### config.mk
export PLATFORM = sky130hd
export DESIGN_NAME = bfc_top
export DESIGN_NICKNAME = d
export VERILOG_FILES = /design/src/bfc_pkg.sv /design/src/bfc_top.sv /design/src/bfc_branch_eval.sv
export SDC_FILE = /design/constraint.sdc
export NUM_CORES = 1
export LEC_CHECK = 0
export BUFFER_PORTS_ARGS = -buffer_cell sky130_fd_sc_hd__clkbuf_2
export CORE_UTILIZATION = 42
export CTS_CLUSTER_DIAMETER = 50
export DETAILED_ROUTE_END_ITERATION = 6
export GPL_TIMING_DRIVEN = 0
export SETUP_SLACK_MARGIN = 0.3
export SLEW_MARGIN = 20
export SYNTH_ARGS = -nofsm -noshare
export SYNTH_HDL_FRONTEND = slang
export SYNTH_SLANG_ARGS = --single-unit
### constraint.sdc
create_clock -name pclk -period 6.44 [get_ports pclk]
set_input_delay 1.288 -clock pclk [delete_from_list [all_inputs] [get_ports pclk]]
set_output_delay 1.288 -clock pclk [all_outputs]
set_load 0.005 [all_outputs]
### src/bfc_pkg.sv
`default_nettype none
package bfc_pkg;
   // register byte offsets on the apb bus
   localparam logic [7:0] BFC_REG_CMD = 8'h00;
   localparam logic [7:0] BFC_REG_PC = 8'h04;
   localparam logic [7:0] BFC_REG_OFFSET = 8'h08;
   localparam logic [7:0] BFC_REG_ACC_A = 8'h0C;
   localparam logic [7:0] BFC_REG_FLAGS = 8'h10;
   localparam logic [7:0] BFC_REG_STACKED = 8'h14;
   localparam logic [7:0] BFC_REG_STATUS = 8'h18;

   // condition_flags layout: h i n z v c
   localparam int BFC_FLAG_W = 6;
   localparam int BFC_F_C = 0;
   localparam int BFC_F_V = 1;
   localparam int BFC_F_Z = 2;
   localparam int BFC_F_N = 3;
   localparam int BFC_F_I = 4;
   localparam int BFC_F_H = 5;
   localparam logic [5:0] BFC_FLAGS_RST = 6'h10;

   // status register bits
   localparam int BFC_S_BUSY = 0;
   localparam int BFC_S_WAIT = 1;
   localparam int BFC_S_TAKEN = 2;
   localparam int BFC_S_ILLEGAL = 3;
   localparam int BFC_S_IRQ = 4;
   localparam int BFC_S_NMI = 5;

   // opcodes
   localparam logic [3:0] BFC_OP_BRANCH_HI = 4'h2;
   localparam logic [7:0] BFC_OP_BRANCH_ALWAYS = 8'h20;
   localparam logic [7:0] BFC_OP_BRANCH_NEVER = 8'h21;
   localparam logic [7:0] BFC_OP_UNSIGNED_HIGHER = 8'h22;
   localparam logic [7:0] BFC_OP_UNSIGNED_LOWER_SAME = 8'h23;
   localparam logic [7:0] BFC_OP_CARRY_CLEAR = 8'h24;
   localparam logic [7:0] BFC_OP_CARRY_SET = 8'h25;
   localparam logic [7:0] BFC_OP_ZERO_CLEAR = 8'h26;
   localparam logic [7:0] BFC_OP_ZERO_SET = 8'h27;
   localparam logic [7:0] BFC_OP_OVERFLOW_CLEAR = 8'h28;
   localparam logic [7:0] BFC_OP_OVERFLOW_SET = 8'h29;
   localparam logic [7:0] BFC_OP_POSITIVE = 8'h2A;
   localparam logic [7:0] BFC_OP_NEGATIVE = 8'h2B;
   localparam logic [7:0] BFC_OP_SIGNED_GE = 8'h2C;
   localparam logic [7:0] BFC_OP_SIGNED_LT = 8'h2D;
   localparam logic [7:0] BFC_OP_SIGNED_GT = 8'h2E;
   localparam logic [7:0] BFC_OP_SIGNED_LE = 8'h2F;
   localparam logic [7:0] BFC_OP_ACC_A_TO_FLAGS = 8'h06;
   localparam logic [7:0] BFC_OP_FLAGS_TO_ACC_A = 8'h07;
   localparam logic [7:0] BFC_OP_CLEAR_CARRY = 8'h00;
   localparam logic [7:0] BFC_OP_CLEAR_OVERFLOW = 8'h0A;
   localparam logic [7:0] BFC_OP_SET_OVERFLOW = 8'h0B;
   localparam logic [7:0] BFC_OP_SET_CARRY = 8'h0D;
   localparam logic [7:0] BFC_OP_CLEAR_MASK = 8'h0E;
   localparam logic [7:0] BFC_OP_SET_MASK = 8'h0F;
   localparam logic [7:0] BFC_OP_RETURN_FROM_INT = 8'h3B;
   localparam logic [7:0] BFC_OP_WAIT_FOR_INT = 8'h3E;

   // execution lengths in core cycles
   localparam int BFC_CNT_W = 4;
   localparam logic [3:0] BFC_CYC_BRANCH = 4'h3;
   localparam logic [3:0] BFC_CYC_FLAG_OP = 4'h2;
   localparam logic [3:0] BFC_CYC_WAIT = 4'h9;
   localparam logic [3:0] BFC_CYC_RETURN = 4'hA;
   localparam logic [3:0] BFC_CNT_ONE = 4'h1;

   localparam logic [15:0] BFC_PC_STEP_BRANCH = 16'h0002;
   localparam logic [15:0] BFC_PC_STEP_ONE = 16'h0001;

   typedef enum logic [2:0] {
      BFC_ST_IDLE = 3'b001,
      BFC_ST_EXEC = 3'b010,
      BFC_ST_WAIT = 3'b100
   } bfc_state_t;
endpackage : bfc_pkg
`default_nettype wire

### src/bfc_top.sv
// The address map and register access over APB are this design's own decisions.
`default_nettype none
module bfc_top (
   // clock and reset
   input wire logic pclk,
   input wire logic presetn,
   // apb slave
   input wire logic psel,
   input wire logic penable,
   input wire logic pwrite,
   input wire logic [31:0] paddr,
   input wire logic [31:0] pwdata,
   output logic [31:0] prdata,
   output logic pready,
   output logic pslverr,
   // interrupt request pins, active high
   input wire logic irq_pin,
   input wire logic nmi_pin,
   // status out
   output logic busy,
   output logic waiting
);
   import bfc_pkg::*;

   localparam int BFC_NPIN = 2;

   bfc_state_t state;
   logic [BFC_CNT_W-1:0] cnt;
   logic [7:0] opcode;
   logic [7:0] offset;
   logic [15:0] pc;
   logic [7:0] acc_a;
   logic [BFC_FLAG_W-1:0] flags;
   logic [BFC_FLAG_W-1:0] stacked;
   logic taken;
   logic illegal;
   logic mask_on_entry;
   logic [BFC_NPIN-1:0] pin_lvl;
   logic [BFC_NPIN-1:0] pins;
   logic irq;
   logic nmi;
   logic setup;
   logic wr;
   logic mapped;
   logic is_branch;
   logic take;
   logic [15:0] target;
   logic [BFC_CNT_W-1:0] next_len;
   logic legal;
   logic start;
   logic finish;
   logic wake;

   assign pins = {nmi_pin, irq_pin};

   // three stages; a change is accepted only when stages two and three agree
   // stages are local so no two processes share one variable
   for (genvar i = 0; i < BFC_NPIN; i++) begin : g_sync
      logic s1;
      logic s2;
      logic s3;
      logic lvl;
      always_ff @(posedge pclk or negedge presetn) begin
         if (!presetn) begin
            s1 <= 1'b0;
            s2 <= 1'b0;
            s3 <= 1'b0;
            lvl <= 1'b0;
         end else begin
            s1 <= pins[i];
            s2 <= s1;
            s3 <= s2;
            if (s2 == s3) begin
               lvl <= s3;
            end
         end
      end
      assign pin_lvl[i] = lvl;
   end

   assign irq = pin_lvl[0];
   assign nmi = pin_lvl[1];

   // zero wait states: read data is captured in the setup cycle
   assign pready = 1'b1;
   assign setup = psel & ~penable;
   assign wr = psel & penable & pwrite;
   assign mapped = (paddr[7:0] == BFC_REG_CMD) ||
      (paddr[7:0] == BFC_REG_PC) || (paddr[7:0] == BFC_REG_OFFSET) ||
      (paddr[7:0] == BFC_REG_ACC_A) || (paddr[7:0] == BFC_REG_FLAGS) ||
      (paddr[7:0] == BFC_REG_STACKED) || (paddr[7:0] == BFC_REG_STATUS);
   assign pslverr = psel & penable & ~(mapped && (paddr[31:8] == 24'h000000));

   bfc_branch_eval bfc_branch_eval_i (
      .opcode(opcode),
      .offset(offset),
      .pc(pc),
      .flags(flags),
      .is_branch(is_branch),
      .take(take),
      .target(target)
   );

   // length of the instruction written to the command register
   always_comb begin
      legal = 1'b1;
      if (pwdata[7:4] == BFC_OP_BRANCH_HI) begin
         next_len = BFC_CYC_BRANCH;
      end else begin
         unique case (pwdata[7:0])
            BFC_OP_ACC_A_TO_FLAGS, BFC_OP_FLAGS_TO_ACC_A,
            BFC_OP_CLEAR_CARRY, BFC_OP_SET_CARRY, BFC_OP_CLEAR_OVERFLOW,
            BFC_OP_SET_OVERFLOW, BFC_OP_CLEAR_MASK, BFC_OP_SET_MASK:
               next_len = BFC_CYC_FLAG_OP;
            BFC_OP_WAIT_FOR_INT: next_len = BFC_CYC_WAIT;
            BFC_OP_RETURN_FROM_INT: next_len = BFC_CYC_RETURN;
            default: begin
               next_len = BFC_CNT_ONE;
               legal = 1'b0;
            end
         endcase
      end
   end

   assign start = wr && (paddr[7:0] == BFC_REG_CMD) &&
      (state == BFC_ST_IDLE);
   assign finish = (state == BFC_ST_EXEC) && (cnt == BFC_CNT_ONE);
   // a mask already set on entry leaves only the nmi able to wake
   assign wake = (state == BFC_ST_WAIT) &&
      (nmi || (irq && !mask_on_entry));

   always_ff @(posedge pclk or negedge presetn) begin
      if (!presetn) begin
         state <= BFC_ST_IDLE;
         cnt <= '0;
         opcode <= '0;
         illegal <= 1'b0;
         mask_on_entry <= 1'b0;
      end else begin
         unique case (state)
            BFC_ST_IDLE: begin
               if (start) begin
                  illegal <= ~legal;
                  if (legal) begin
                     opcode <= pwdata[7:0];
                     cnt <= next_len;
                     state <= BFC_ST_EXEC;
                     mask_on_entry <= flags[BFC_F_I];
                  end
               end
            end
            BFC_ST_EXEC: begin
               cnt <= cnt - BFC_CNT_ONE;
               if (finish) begin
                  state <= (opcode == BFC_OP_WAIT_FOR_INT) ?
                     BFC_ST_WAIT : BFC_ST_IDLE;
               end
            end
            BFC_ST_WAIT: begin
               if (wake) begin
                  state <= BFC_ST_IDLE;
               end
            end
         endcase
      end
   end

   // program counter, accumulator and flags: software writes only while idle
   always_ff @(posedge pclk or negedge presetn) begin
      if (!presetn) begin
         pc <= '0;
         acc_a <= '0;
         flags <= BFC_FLAGS_RST;
         taken <= 1'b0;
      end else if (finish) begin
         taken <= is_branch & take;
         if (is_branch) begin
            // no branch touches the flags
            pc <= take ? target : pc + BFC_PC_STEP_BRANCH;
         end else begin
            if (opcode != BFC_OP_RETURN_FROM_INT &&
                opcode != BFC_OP_WAIT_FOR_INT) begin
               pc <= pc + BFC_PC_STEP_ONE;
            end
            unique case (opcode)
               BFC_OP_ACC_A_TO_FLAGS: flags <= acc_a[BFC_FLAG_W-1:0];
               BFC_OP_FLAGS_TO_ACC_A: acc_a <= {2'b00, flags};
               BFC_OP_RETURN_FROM_INT: flags <= stacked;
               BFC_OP_CLEAR_CARRY: flags[BFC_F_C] <= 1'b0;
               BFC_OP_SET_CARRY: flags[BFC_F_C] <= 1'b1;
               BFC_OP_CLEAR_OVERFLOW: flags[BFC_F_V] <= 1'b0;
               BFC_OP_SET_OVERFLOW: flags[BFC_F_V] <= 1'b1;
               BFC_OP_CLEAR_MASK: flags[BFC_F_I] <= 1'b0;
               BFC_OP_SET_MASK: flags[BFC_F_I] <= 1'b1;
               default: ;
            endcase
         end
      end else if (wake) begin
         // the taken interrupt masks further ones
         flags[BFC_F_I] <= 1'b1;
         pc <= pc + BFC_PC_STEP_ONE;
      end else if (wr && state == BFC_ST_IDLE) begin
         unique case (paddr[7:0])
            BFC_REG_PC: pc <= pwdata[15:0];
            BFC_REG_ACC_A: acc_a <= pwdata[7:0];
            BFC_REG_FLAGS: flags <= pwdata[BFC_FLAG_W-1:0];
            default: ;
         endcase
      end
   end

   // operand and stacked flags may be loaded at any time
   always_ff @(posedge pclk or negedge presetn) begin
      if (!presetn) begin
         offset <= '0;
         stacked <= '0;
      end else if (wr && paddr[7:0] == BFC_REG_OFFSET) begin
         offset <= pwdata[7:0];
      end else if (wr && paddr[7:0] == BFC_REG_STACKED) begin
         stacked <= pwdata[BFC_FLAG_W-1:0];
      end
   end

   always_ff @(posedge pclk or negedge presetn) begin
      if (!presetn) begin
         prdata <= '0;
      end else if (setup) begin
         prdata <= '0;
         if (paddr[31:8] == 24'h000000) begin
            unique case (paddr[7:0])
               BFC_REG_CMD: prdata[7:0] <= opcode;
               BFC_REG_PC: prdata[15:0] <= pc;
               BFC_REG_OFFSET: prdata[7:0] <= offset;
               BFC_REG_ACC_A: prdata[7:0] <= acc_a;
               BFC_REG_FLAGS: prdata[BFC_FLAG_W-1:0] <= flags;
               BFC_REG_STACKED: prdata[BFC_FLAG_W-1:0] <= stacked;
               BFC_REG_STATUS: begin
                  prdata[BFC_S_BUSY] <= (state != BFC_ST_IDLE);
                  prdata[BFC_S_WAIT] <= (state == BFC_ST_WAIT);
                  prdata[BFC_S_TAKEN] <= taken;
                  prdata[BFC_S_ILLEGAL] <= illegal;
                  prdata[BFC_S_IRQ] <= irq;
                  prdata[BFC_S_NMI] <= nmi;
               end
               default: ;
            endcase
         end
      end
   end

   assign busy = (state != BFC_ST_IDLE);
   assign waiting = (state == BFC_ST_WAIT);
endmodule : bfc_top
`default_nettype wire

### src/bfc_branch_eval.sv
`default_nettype none
module bfc_branch_eval (
   // instruction
   input wire logic [7:0] opcode,
   input wire logic [7:0] offset,
   input wire logic [15:0] pc,
   // flags
   input wire logic [bfc_pkg::BFC_FLAG_W-1:0] flags,
   // result
   output logic is_branch,
   output logic take,
   output logic [15:0] target
);
   import bfc_pkg::*;

   logic c;
   logic v;
   logic z;
   logic n;
   logic nxv;

   assign c = flags[BFC_F_C];
   assign v = flags[BFC_F_V];
   assign z = flags[BFC_F_Z];
   assign n = flags[BFC_F_N];
   assign nxv = n ^ v;
   assign is_branch = (opcode[7:4] == BFC_OP_BRANCH_HI);
   // sign-extended add carries or borrows into the high byte
   assign target = pc + BFC_PC_STEP_BRANCH + {{8{offset[7]}}, offset};

   always_comb begin
      unique case (opcode)
         BFC_OP_BRANCH_ALWAYS: take = 1'b1;
         BFC_OP_BRANCH_NEVER: take = 1'b0;
         BFC_OP_CARRY_CLEAR: take = ~c;
         BFC_OP_CARRY_SET: take = c;
         BFC_OP_ZERO_CLEAR: take = ~z;
         BFC_OP_ZERO_SET: take = z;
         BFC_OP_OVERFLOW_CLEAR: take = ~v;
         BFC_OP_OVERFLOW_SET: take = v;
         BFC_OP_POSITIVE: take = ~n;
         BFC_OP_NEGATIVE: take = n;
         BFC_OP_SIGNED_GE: take = ~nxv;
         BFC_OP_SIGNED_LT: take = nxv;
         BFC_OP_SIGNED_GT: take = ~(z | nxv);
         BFC_OP_SIGNED_LE: take = z | nxv;
         BFC_OP_UNSIGNED_HIGHER: take = ~(c | z);
         BFC_OP_UNSIGNED_LOWER_SAME: take = c | z;
         default: take = 1'b0;
      endcase
   end
endmodule : bfc_branch_eval
`default_nettype wire

==> results, run 1 <==
- The run finished, with violations left.
- The checks that failed: design-rule violations.
- The TritonCTS clock tree is yes.
- The die footprint is 0.01588 mm2.
- STA classifies the critical path endpoint as a primary output.
- The half-perimeter wire length after placement is 15200 um.
- The final hold violation count was 0.
- The required time at the endpoint of the critical path is 5.15 ns.
- The accumulated negative setup slack is 0 ns.
- Clock-pin slew was measured on the worst setup and hold paths at 0.07 ns.
- The most used flip-flop cell after synthesis is sky130_fd_sc_hd__dfrtp_1.
- The final period demand of the worst path is 3.842 ns.
- The critical path in this run is classified as input port to primary output.
- The latest clock arrival within the worst-skew pair is 0.35 ns.
- The startpoint of the lowest-slack hold path is g_sync[1].s1.
- Setup repair after global routing left no endpoint under its margin.
- 107 I/O pins were placed.
- After detailed routing, the number of vias per cell comes to 5.984.
- The first global-routing pass estimated 30790 um of wire.
- In the global route stage, overall resource usage came out at 25.14%.
- Dividing the final minimum period by the clock period gives 59.65%.
- In this run the power density over the cells is 299.1 mW/mm2.
- The number of global-route vias before repair is 5663.
- Dividing the detail-routed wire length by the instance count gives 19.59 um.
- The setup slack of the most critical reg-to-reg path is 2.78 ns.
- The class of the most critical hold timing path is flop to flop.
- The post-synthesis cell type count is 85.
- The first routing iteration left 488 violations.
- In this run the worst path has a maximum fanout of 5.
- The number of buffers inserted by hold repair at cts is 0.
- The worst path setup slack after routing is 2.598 ns.
- Based on the critical path, the design can be clocked at up to 260.3 MHz.
- Counting flops with an async set or reset pin after synthesis yields a share of 100.0%.
- The worst max-slew margin expressed relative to the limit is 46.76%.
- The standby leakage power is 0.003281 uW.
- The worst setup path is launched from an input port.
- After synthesis, the mean cell area works out to 8.933 um2.
- The count of nets left with antenna violations once routing finished came out at 0.
- Counting flops and latches in the post-synthesis netlist gives 86.
- Cells fill 50.08% of the core in the end.
- Across all hold checks on the routed design, the worst slack comes to 0.3511 ns.
- The fraction of layout cells with a size suffix above 1 is 21.56%.
- The core region is 0.01475 mm2.
- The arrival time at the worst endpoint is 2.55 ns.
- The reported max-cap violation count is 0.
- The layout filler cell count is 1404.
- The register area is 0.002155 mm2.
- The DRC violation count after routing is 1.
- The initial utilization of the core area, before any placement, comes to 43.78%.
- The number of instances in the synthesized netlist is 723.
- The initial antenna violation count is 0.
- The total iterations of the first detailed-routing run is 7.
- The actual slew at the worst max-slew pin is 0.7919 ns.
- The number of synthesized flops with an enable pin is 0.
- Across the routed clock network, the largest skew measured is 0.006698 ns.
- The number of warnings printed during yosys synthesis is 0.
- The share of the synthesized area in the top cell type is 32.55%.
- The endpoint of the worst hold-timing path is g_sync[1].s2.
- Entering global routing, the biggest net connects 87 pins.
- The number of levels in the clock H-tree is 3.
- In this run the core area contains 44 standard-cell rows.
- The cell depth of the worst min-delay path is 0.
- The number of sinks handled by clock tree synthesis is 86.
- Input and output buffers added on the ports amount to 67.
- Timing analysis after detailed placement gives a worst setup slack of 2.654 ns.
- The max-slew violation total from the final report is 0.
- The die is 126.0 um wide.
- The final weighted congestion in routability-driven placement is 0.9099.
- After the last flow step, the layout net total stands at 911.
- Setup violations remaining at the end of the flow were counted as 0.
- The root buffer cell chosen for the clock tree is sky130_fd_sc_hd__clkbuf_16.
- The number of placed instances, taps included, is 989.
- The number of antenna diodes is 0.
- Once the clock tree was built, the setup fixing pass inserted 0 buffers.
- The endpoint identified for the worst register-to-register timing path is pc[15].
- The final standard cell count with taps included and fillers excluded is 1005.
- The synthesized design spends more area on one cell type than any other, namely sky130_fd_sc_hd__dfrtp_1.
- The worst flop-to-flop path startpoint is pc[3].
- Detailed routing inserted a total of 6014 vias.
- By area the synthesized netlist is led by sky130_fd_sc_hd__dfrtp_1 (33%), sky130_fd_sc_hd__mux2_2 (4.7%), sky130_fd_sc_hd__ha_1 (4.5%).
- The maximum vdd drop is 0.1862 mV.
- The total detailed-routing wirelength is 19690 um.
- The mapped cell area is 0.006459 mm2.
- The vertical die dimension is 126.0 um.
- The part of the Yosys area used for sequential elements is 33.36%.
- Compared with the post-synthesis result, the final layout area differs by 14.39%.
- The aggregate global routing overflow is 0.
- The number of buffers on the longest clock path is 2.
- After synthesis, the most frequently instantiated cells are sky130_fd_sc_hd__dfrtp_1 (84), sky130_fd_sc_hd__nand2_1 (67), sky130_fd_sc_hd__nor2_1 (53).
- The area of the multi-input gates is 0.003906 mm2.
- The number of clock buffers added by TritonCTS is 9.
- The count of cells along the worst register-to-register path is 14.
- The number of instances resized during post-cts repair is 0.
- The most common cell in the synthesized netlist is sky130_fd_sc_hd__dfrtp_1.
cell families after synthesis:
logic type / Yosys count / share of synthesized area (%)
xor+xnor: 40 / 5.424
other cells: 2 / 0.1163
simple gates: 250 / 20.28
fa+ha+maj: 26 / 5.076
mux: 46 / 8.814
buf+inv: 89 / 7.032
compound gates: 184 / 19.90
flops: 86 / 33.36
layout by cell type, fill, tap and decap left out, types with 15 or more instances in the layout:
cell type / instances
sky130_fd_sc_hd__a21oi_1: 27
sky130_fd_sc_hd__a31oi_1: 15
sky130_fd_sc_hd__buf_2: 19
sky130_fd_sc_hd__buf_4: 18
sky130_fd_sc_hd__clkbuf_1: 22
sky130_fd_sc_hd__clkbuf_2: 66
sky130_fd_sc_hd__conb_1: 17
sky130_fd_sc_hd__dfrtp_1: 84
sky130_fd_sc_hd__ha_1: 23
sky130_fd_sc_hd__inv_1: 25
sky130_fd_sc_hd__mux2_2: 27
sky130_fd_sc_hd__nand2_1: 67
sky130_fd_sc_hd__nand3_1: 27
sky130_fd_sc_hd__nor2_1: 53
sky130_fd_sc_hd__o21ai_0: 42
sky130_fd_sc_hd__xnor2_1: 27
critical path: stages:
cell and delay (ns):
sky130_fd_sc_hd__clkbuf_2 0.08, sky130_fd_sc_hd__nor4_1 0.60, sky130_fd_sc_hd__and2_1 0.34, sky130_fd_sc_hd__a31oi_1 0.12
sky130_fd_sc_hd__clkbuf_2 0.13
metal layers:
layer  global-route usage (%)  part of all wire [%]
met4                    8.221                   2.1
met2                    38.80                    44
met5                        0                     0
met3                    4.078                   6.8
met1                    35.86                    47
layout make-up:
class	instances	share of cell area, %
Multi-Input combinational cell	563	52.87
Sequential cell	86	29.16
Buffer	63	4.793
Timing Repair Buffer	67	4.657
Tap cell	184	3.116
Clock buffer	10	3.099
Inverter	26	1.355
Clock inverter	6	0.9483
sequential cells by signal, indices dropped and copies added, names as in the netlist, 2 cells and up:
register	cells
acc_a	8
state	3
cnt	4
pc	16
g_sync.s3	2
flags	6
offset	8
g_sync.lvl	2
g_sync.s2	2
opcode	8
stacked	6
prdata	16
g_sync.s1	2
worst max-delay path by stage:
stage,slack [ns],start,to,cells after the start
after floorplan,3.17,paddr[1],pslverr,3
after global placement,2.67,paddr[1],flags[2],7
after detailed placement,2.65,paddr[1],flags[0],7
after CTS,2.66,paddr[1],pslverr,5
after global routing,2.51,pc[3],pc[14],13
final,2.60,paddr[1],pslverr,5
metrics by stage:
step                      power [uW]  area (um2)
after global routing            2349        7388
after floorplan                 1406        6515
after CTS                       2205        7388
final                           2210        7388
after global placement          1636        7081
after detailed placement        1666        7089
power by group:
| part | switching [uW] | internal [uW] | total [uW] |
|---|---|---|---|
| clock network | 234 | 304 | 537 |
| registers | 110 | 634 | 743 |
| logic | 559 | 370 | 929 |
| total | 903 | 1310 | 2210 |
Power figures use the tool's default switching activity.
==> inputs of run 2 (changes only) <==
- clock period: 6.44 -> 3.6 ns (I/O delays scaled with it)
==> run 2 against run 1 <==
Effect of this change: the run now ends clean; die area stayed put; sequential power is 79% higher; routed wire length rose by 0.81%; clock power is 79% higher; sequential cell count unchanged; count of clock-buffer cells in the layout stayed put; via count grew 0.93%; final area up 2.1%; worst setup slack got worse by 2.1 ns.
==> results, run 2 (same netlist as run 1, synthesis figures left out) <==
- The run finished with clean final reports.
- The initial antenna violation count is 0 (unchanged).
- The leading cell type in the layout, fill and taps excluded is sky130_fd_sc_hd__dfrtp_1.
- The final hold violation count is 0 (unchanged).
- The pin count of the biggest net entering global routing is 87 (unchanged).
- The worst setup path is launched from a flop.
- The number of sinks handled by clock tree synthesis is 86 (unchanged).
- The aggregate global routing overflow came to 0 (unchanged).
- The worst setup path is of the flop to flop kind.
- STA classifies the critical path endpoint as a flop.
- The number of nets still failing antenna checks after routing is 0 (unchanged).
- The number of antenna diodes was 0 (unchanged).
- The fraction of layout cells with a size suffix above 1 is 24.28% (+2.7 points).
- The DRC violation count after routing is 0 (-1).
- Setup repair after global routing could not meet its margin everywhere.
- The design area is 0.007542 mm2 (+2.1%).
- The startpoint of the lowest-slack hold path is g_sync[1].s1.
- The relative area change from synthesis to final layout is 16.78%.
- The die footprint is 0.01588 mm2 (unchanged).
- The starting DRC count in detailed routing is 520 (+6.6%).
- The post-layout net count came to 918 (+0.77%).
- In the final layout, the registers with the most flip-flops are pc (16), prdata (16).
- The number of global-route vias before repair was 5679 (+0.28%).
- The latest clock arrival within the worst-skew pair is 0.35 ns (about the same).
- The arrival time at the worst endpoint is 3.40 ns (+0.85 ns).
- In the finished design, the share of the clock period the worst path needs comes to 87.49%.
- The reported max-cap violation count is 0 (unchanged).
- The number of buffers on the longest clock path was 2 (unchanged).
- The via-per-instance ratio came to 5.998 (+0.23%).
- The clock-pin slew of the registers on the worst-case setup and hold paths was 0.07 ns (about the same).
- The worst max-slew margin expressed relative to the limit is 47.36% (+0.60 points).
- The initial standard-cell utilization of the core is 43.78% (unchanged).
- The core box area was 0.01475 mm2 (unchanged).
- The number of clock buffers inserted by TritonCTS is 9 (unchanged).
- The critical-path maximum fanout was 10 (+5).
- The number of placed I/O pins is 107 (unchanged).
- The first-pass GRT wire length is 30820 um (+0.11%).
- The total number of vias is 6070 (+0.93%).
- The clock skew is 0.006465 ns (-0.0002329 ns).
- The worst register-to-register path begins at pc[3].
- The number of endpoints failing setup at the final stage was 0 (unchanged).
- The vertical die dimension is 126.0 um (unchanged).
- The detail-routed net length per standard cell is 19.61 um (+0.12%).
- The count of cells along the worst register-to-register path is 14 (unchanged).
- The final standard cell count with taps included and fillers excluded is 1012 (+0.70%).
- The total power divided by cell area is 537.2 mW/mm2 (+80%).
- The placement row count was 44 (unchanged).
- The clock period could shrink to 3.150 ns.
- The maximum vdd drop is 0.3376 mV (+81%).
- Tracing the worst setup path back leads to its startpoint at pc[3].
- The final weighted congestion in routability-driven placement came to 0.9099 (unchanged).
- The TritonCTS clock tree is yes.
- The number of levels in the clock H-tree is 3 (unchanged).
- The buffer type at the clock tree root is sky130_fd_sc_hd__clkbuf_16.
- The cell depth of the worst min-delay path is 0 (unchanged).
- In the layout the commonest cells are sky130_fd_sc_hd__dfrtp_1 (82), sky130_fd_sc_hd__nand2_1 (67), sky130_fd_sc_hd__clkbuf_2 (66), sky130_fd_sc_hd__nor2_1 (51), sky130_fd_sc_hd__o21ai_0 (39).
- The accumulated negative setup slack is 0 ns (unchanged).
- The number of cells in the design after placement is 989 (unchanged).
- The required time at the endpoint of the critical path was 3.85 ns (-1.30 ns).
- The actual slew at the worst max-slew pin is 0.7831 ns (-0.008864 ns).
- The standby leakage power is 0.003337 uW (+1.7%).
- The total detailed-routing wirelength was 19850 um (+0.81%).
- The utilization of the core after routing is 51.12% (+1.0 points).
- The layout filler cell count came to 1397 (-0.50%).
- The total iterations of the first detailed-routing run was 5 (-2).
- The max-slew violation total from the final report is 0 (unchanged).
- The total cell area at the placement stage was 0.007089 mm2 (unchanged).
- The half-perimeter wire length after placement came to 15200 um (unchanged).
- Timing would allow up to 317.5 MHz.
- The min-delay analysis places its worst path in the category flop to flop.
- The number of input and output port buffers inserted is 67 (unchanged).
- The die extent in x is 126.0 um (unchanged).
- The global-route total usage across every layer is 25.16% (+0.028 points).
==> run 2: cell types whose count changed in the layout (fill, tap and decap cells not counted), sizes merged <==
cell / previous run / this run
buf: 42 / 50
clkbuf: 98 / 97
==> run 2: final timing paths <==
kind	endpoint	slack, ns
worst max register to register	pc[15]	0.45
min in group asynchronous	opcode[3]	0.42
worst min register to register	g_sync[1].s2	0.35
worst min-delay path	g_sync[1].s2	0.35
worst max-delay path	pc[15]	0.45
max in group asynchronous	pc[5]	2.65
==> run 2: metal layers <==
| metal | share of wire, % | GRT usage [%] | up-vias |
|---|---|---|---|
| met1 | 47 | 35.88 | 2945 |
| met4 | 1.9 | 8.221 | 0 |
| met5 | 0 | 0 | - |
| met2 | 45 | 38.87 | 261 |
| met3 | 6.5 | 4.078 | 28 |
| li1 | - | - | 2836 |
==> run 2: layout make-up <==
type	instances	area, um2	share of cell area, %
multi-input combinational	563	3999	53.02
tap	184	230.2	3.052
clock inverter	6	70.07	0.9290
inverter	26	100.1	1.327
buffer	63	360.3	4.778
timing repair buffer	74	396.6	5.259
clock buffer	10	229.0	3.036
sequential	86	2157	28.60
==> run 2: through the flow <==
| step | power (uW) | hold slack, ns | setup slack (ns) |
|---|---|---|---|
| final | 4052 | 0.3523 | 0.4503 |
| after global routing | 4300 | 0.3608 | 0.2675 |
| after CTS | 3970 | 0.3514 | 0.3017 |
| after detailed placement | 2981 | 0.3373 | 0.03527 |
| after global placement | 2927 | 0.3347 | 0.04950 |
| after floorplan | 2515 | 0.3312 | 0.5630 |
==> run 2: timing repair <==
| action | in CTS | in global routing |
|---|---|---|
| resized for setup | 11 | 16 |
| buffers inserted | 0 | 7 |
| pin swaps | 1 | 6 |
| hold buffers | 0 | 0 |
| endpoints found under the setup margin | 4 | 4 |
==> run 2: worst max-delay path, stage by stage, from the launching register on <==
cell and delay [ns]:
sky130_fd_sc_hd__dfrtp_1 0.32, sky130_fd_sc_hd__buf_4 0.17, sky130_fd_sc_hd__nand2_1 0.12, sky130_fd_sc_hd__nor2_4 0.18
sky130_fd_sc_hd__nand3_2 0.18, sky130_fd_sc_hd__nor2_4 0.17, sky130_fd_sc_hd__xor2_1 0.16, sky130_fd_sc_hd__ha_2 0.34
sky130_fd_sc_hd__a21o_1 0.21, sky130_fd_sc_hd__a32oi_2 0.24, sky130_fd_sc_hd__nor2_1 0.07, sky130_fd_sc_hd__o32ai_2 0.22
sky130_fd_sc_hd__xor2_1 0.11, sky130_fd_sc_hd__or3_1 0.32, sky130_fd_sc_hd__a31o_1 0.21
==> run 2: power by group <==
group | total, uW | internal [uW] | switching [uW] | leakage, uW
registers | 1330 | 1140 | 190 | 0.00108
logic | 1770 | 719 | 1050 | 0.00212
clock network | 959 | 543 | 416 | 0.000136
total | 4050 | 2400 | 1650 | 0.00334
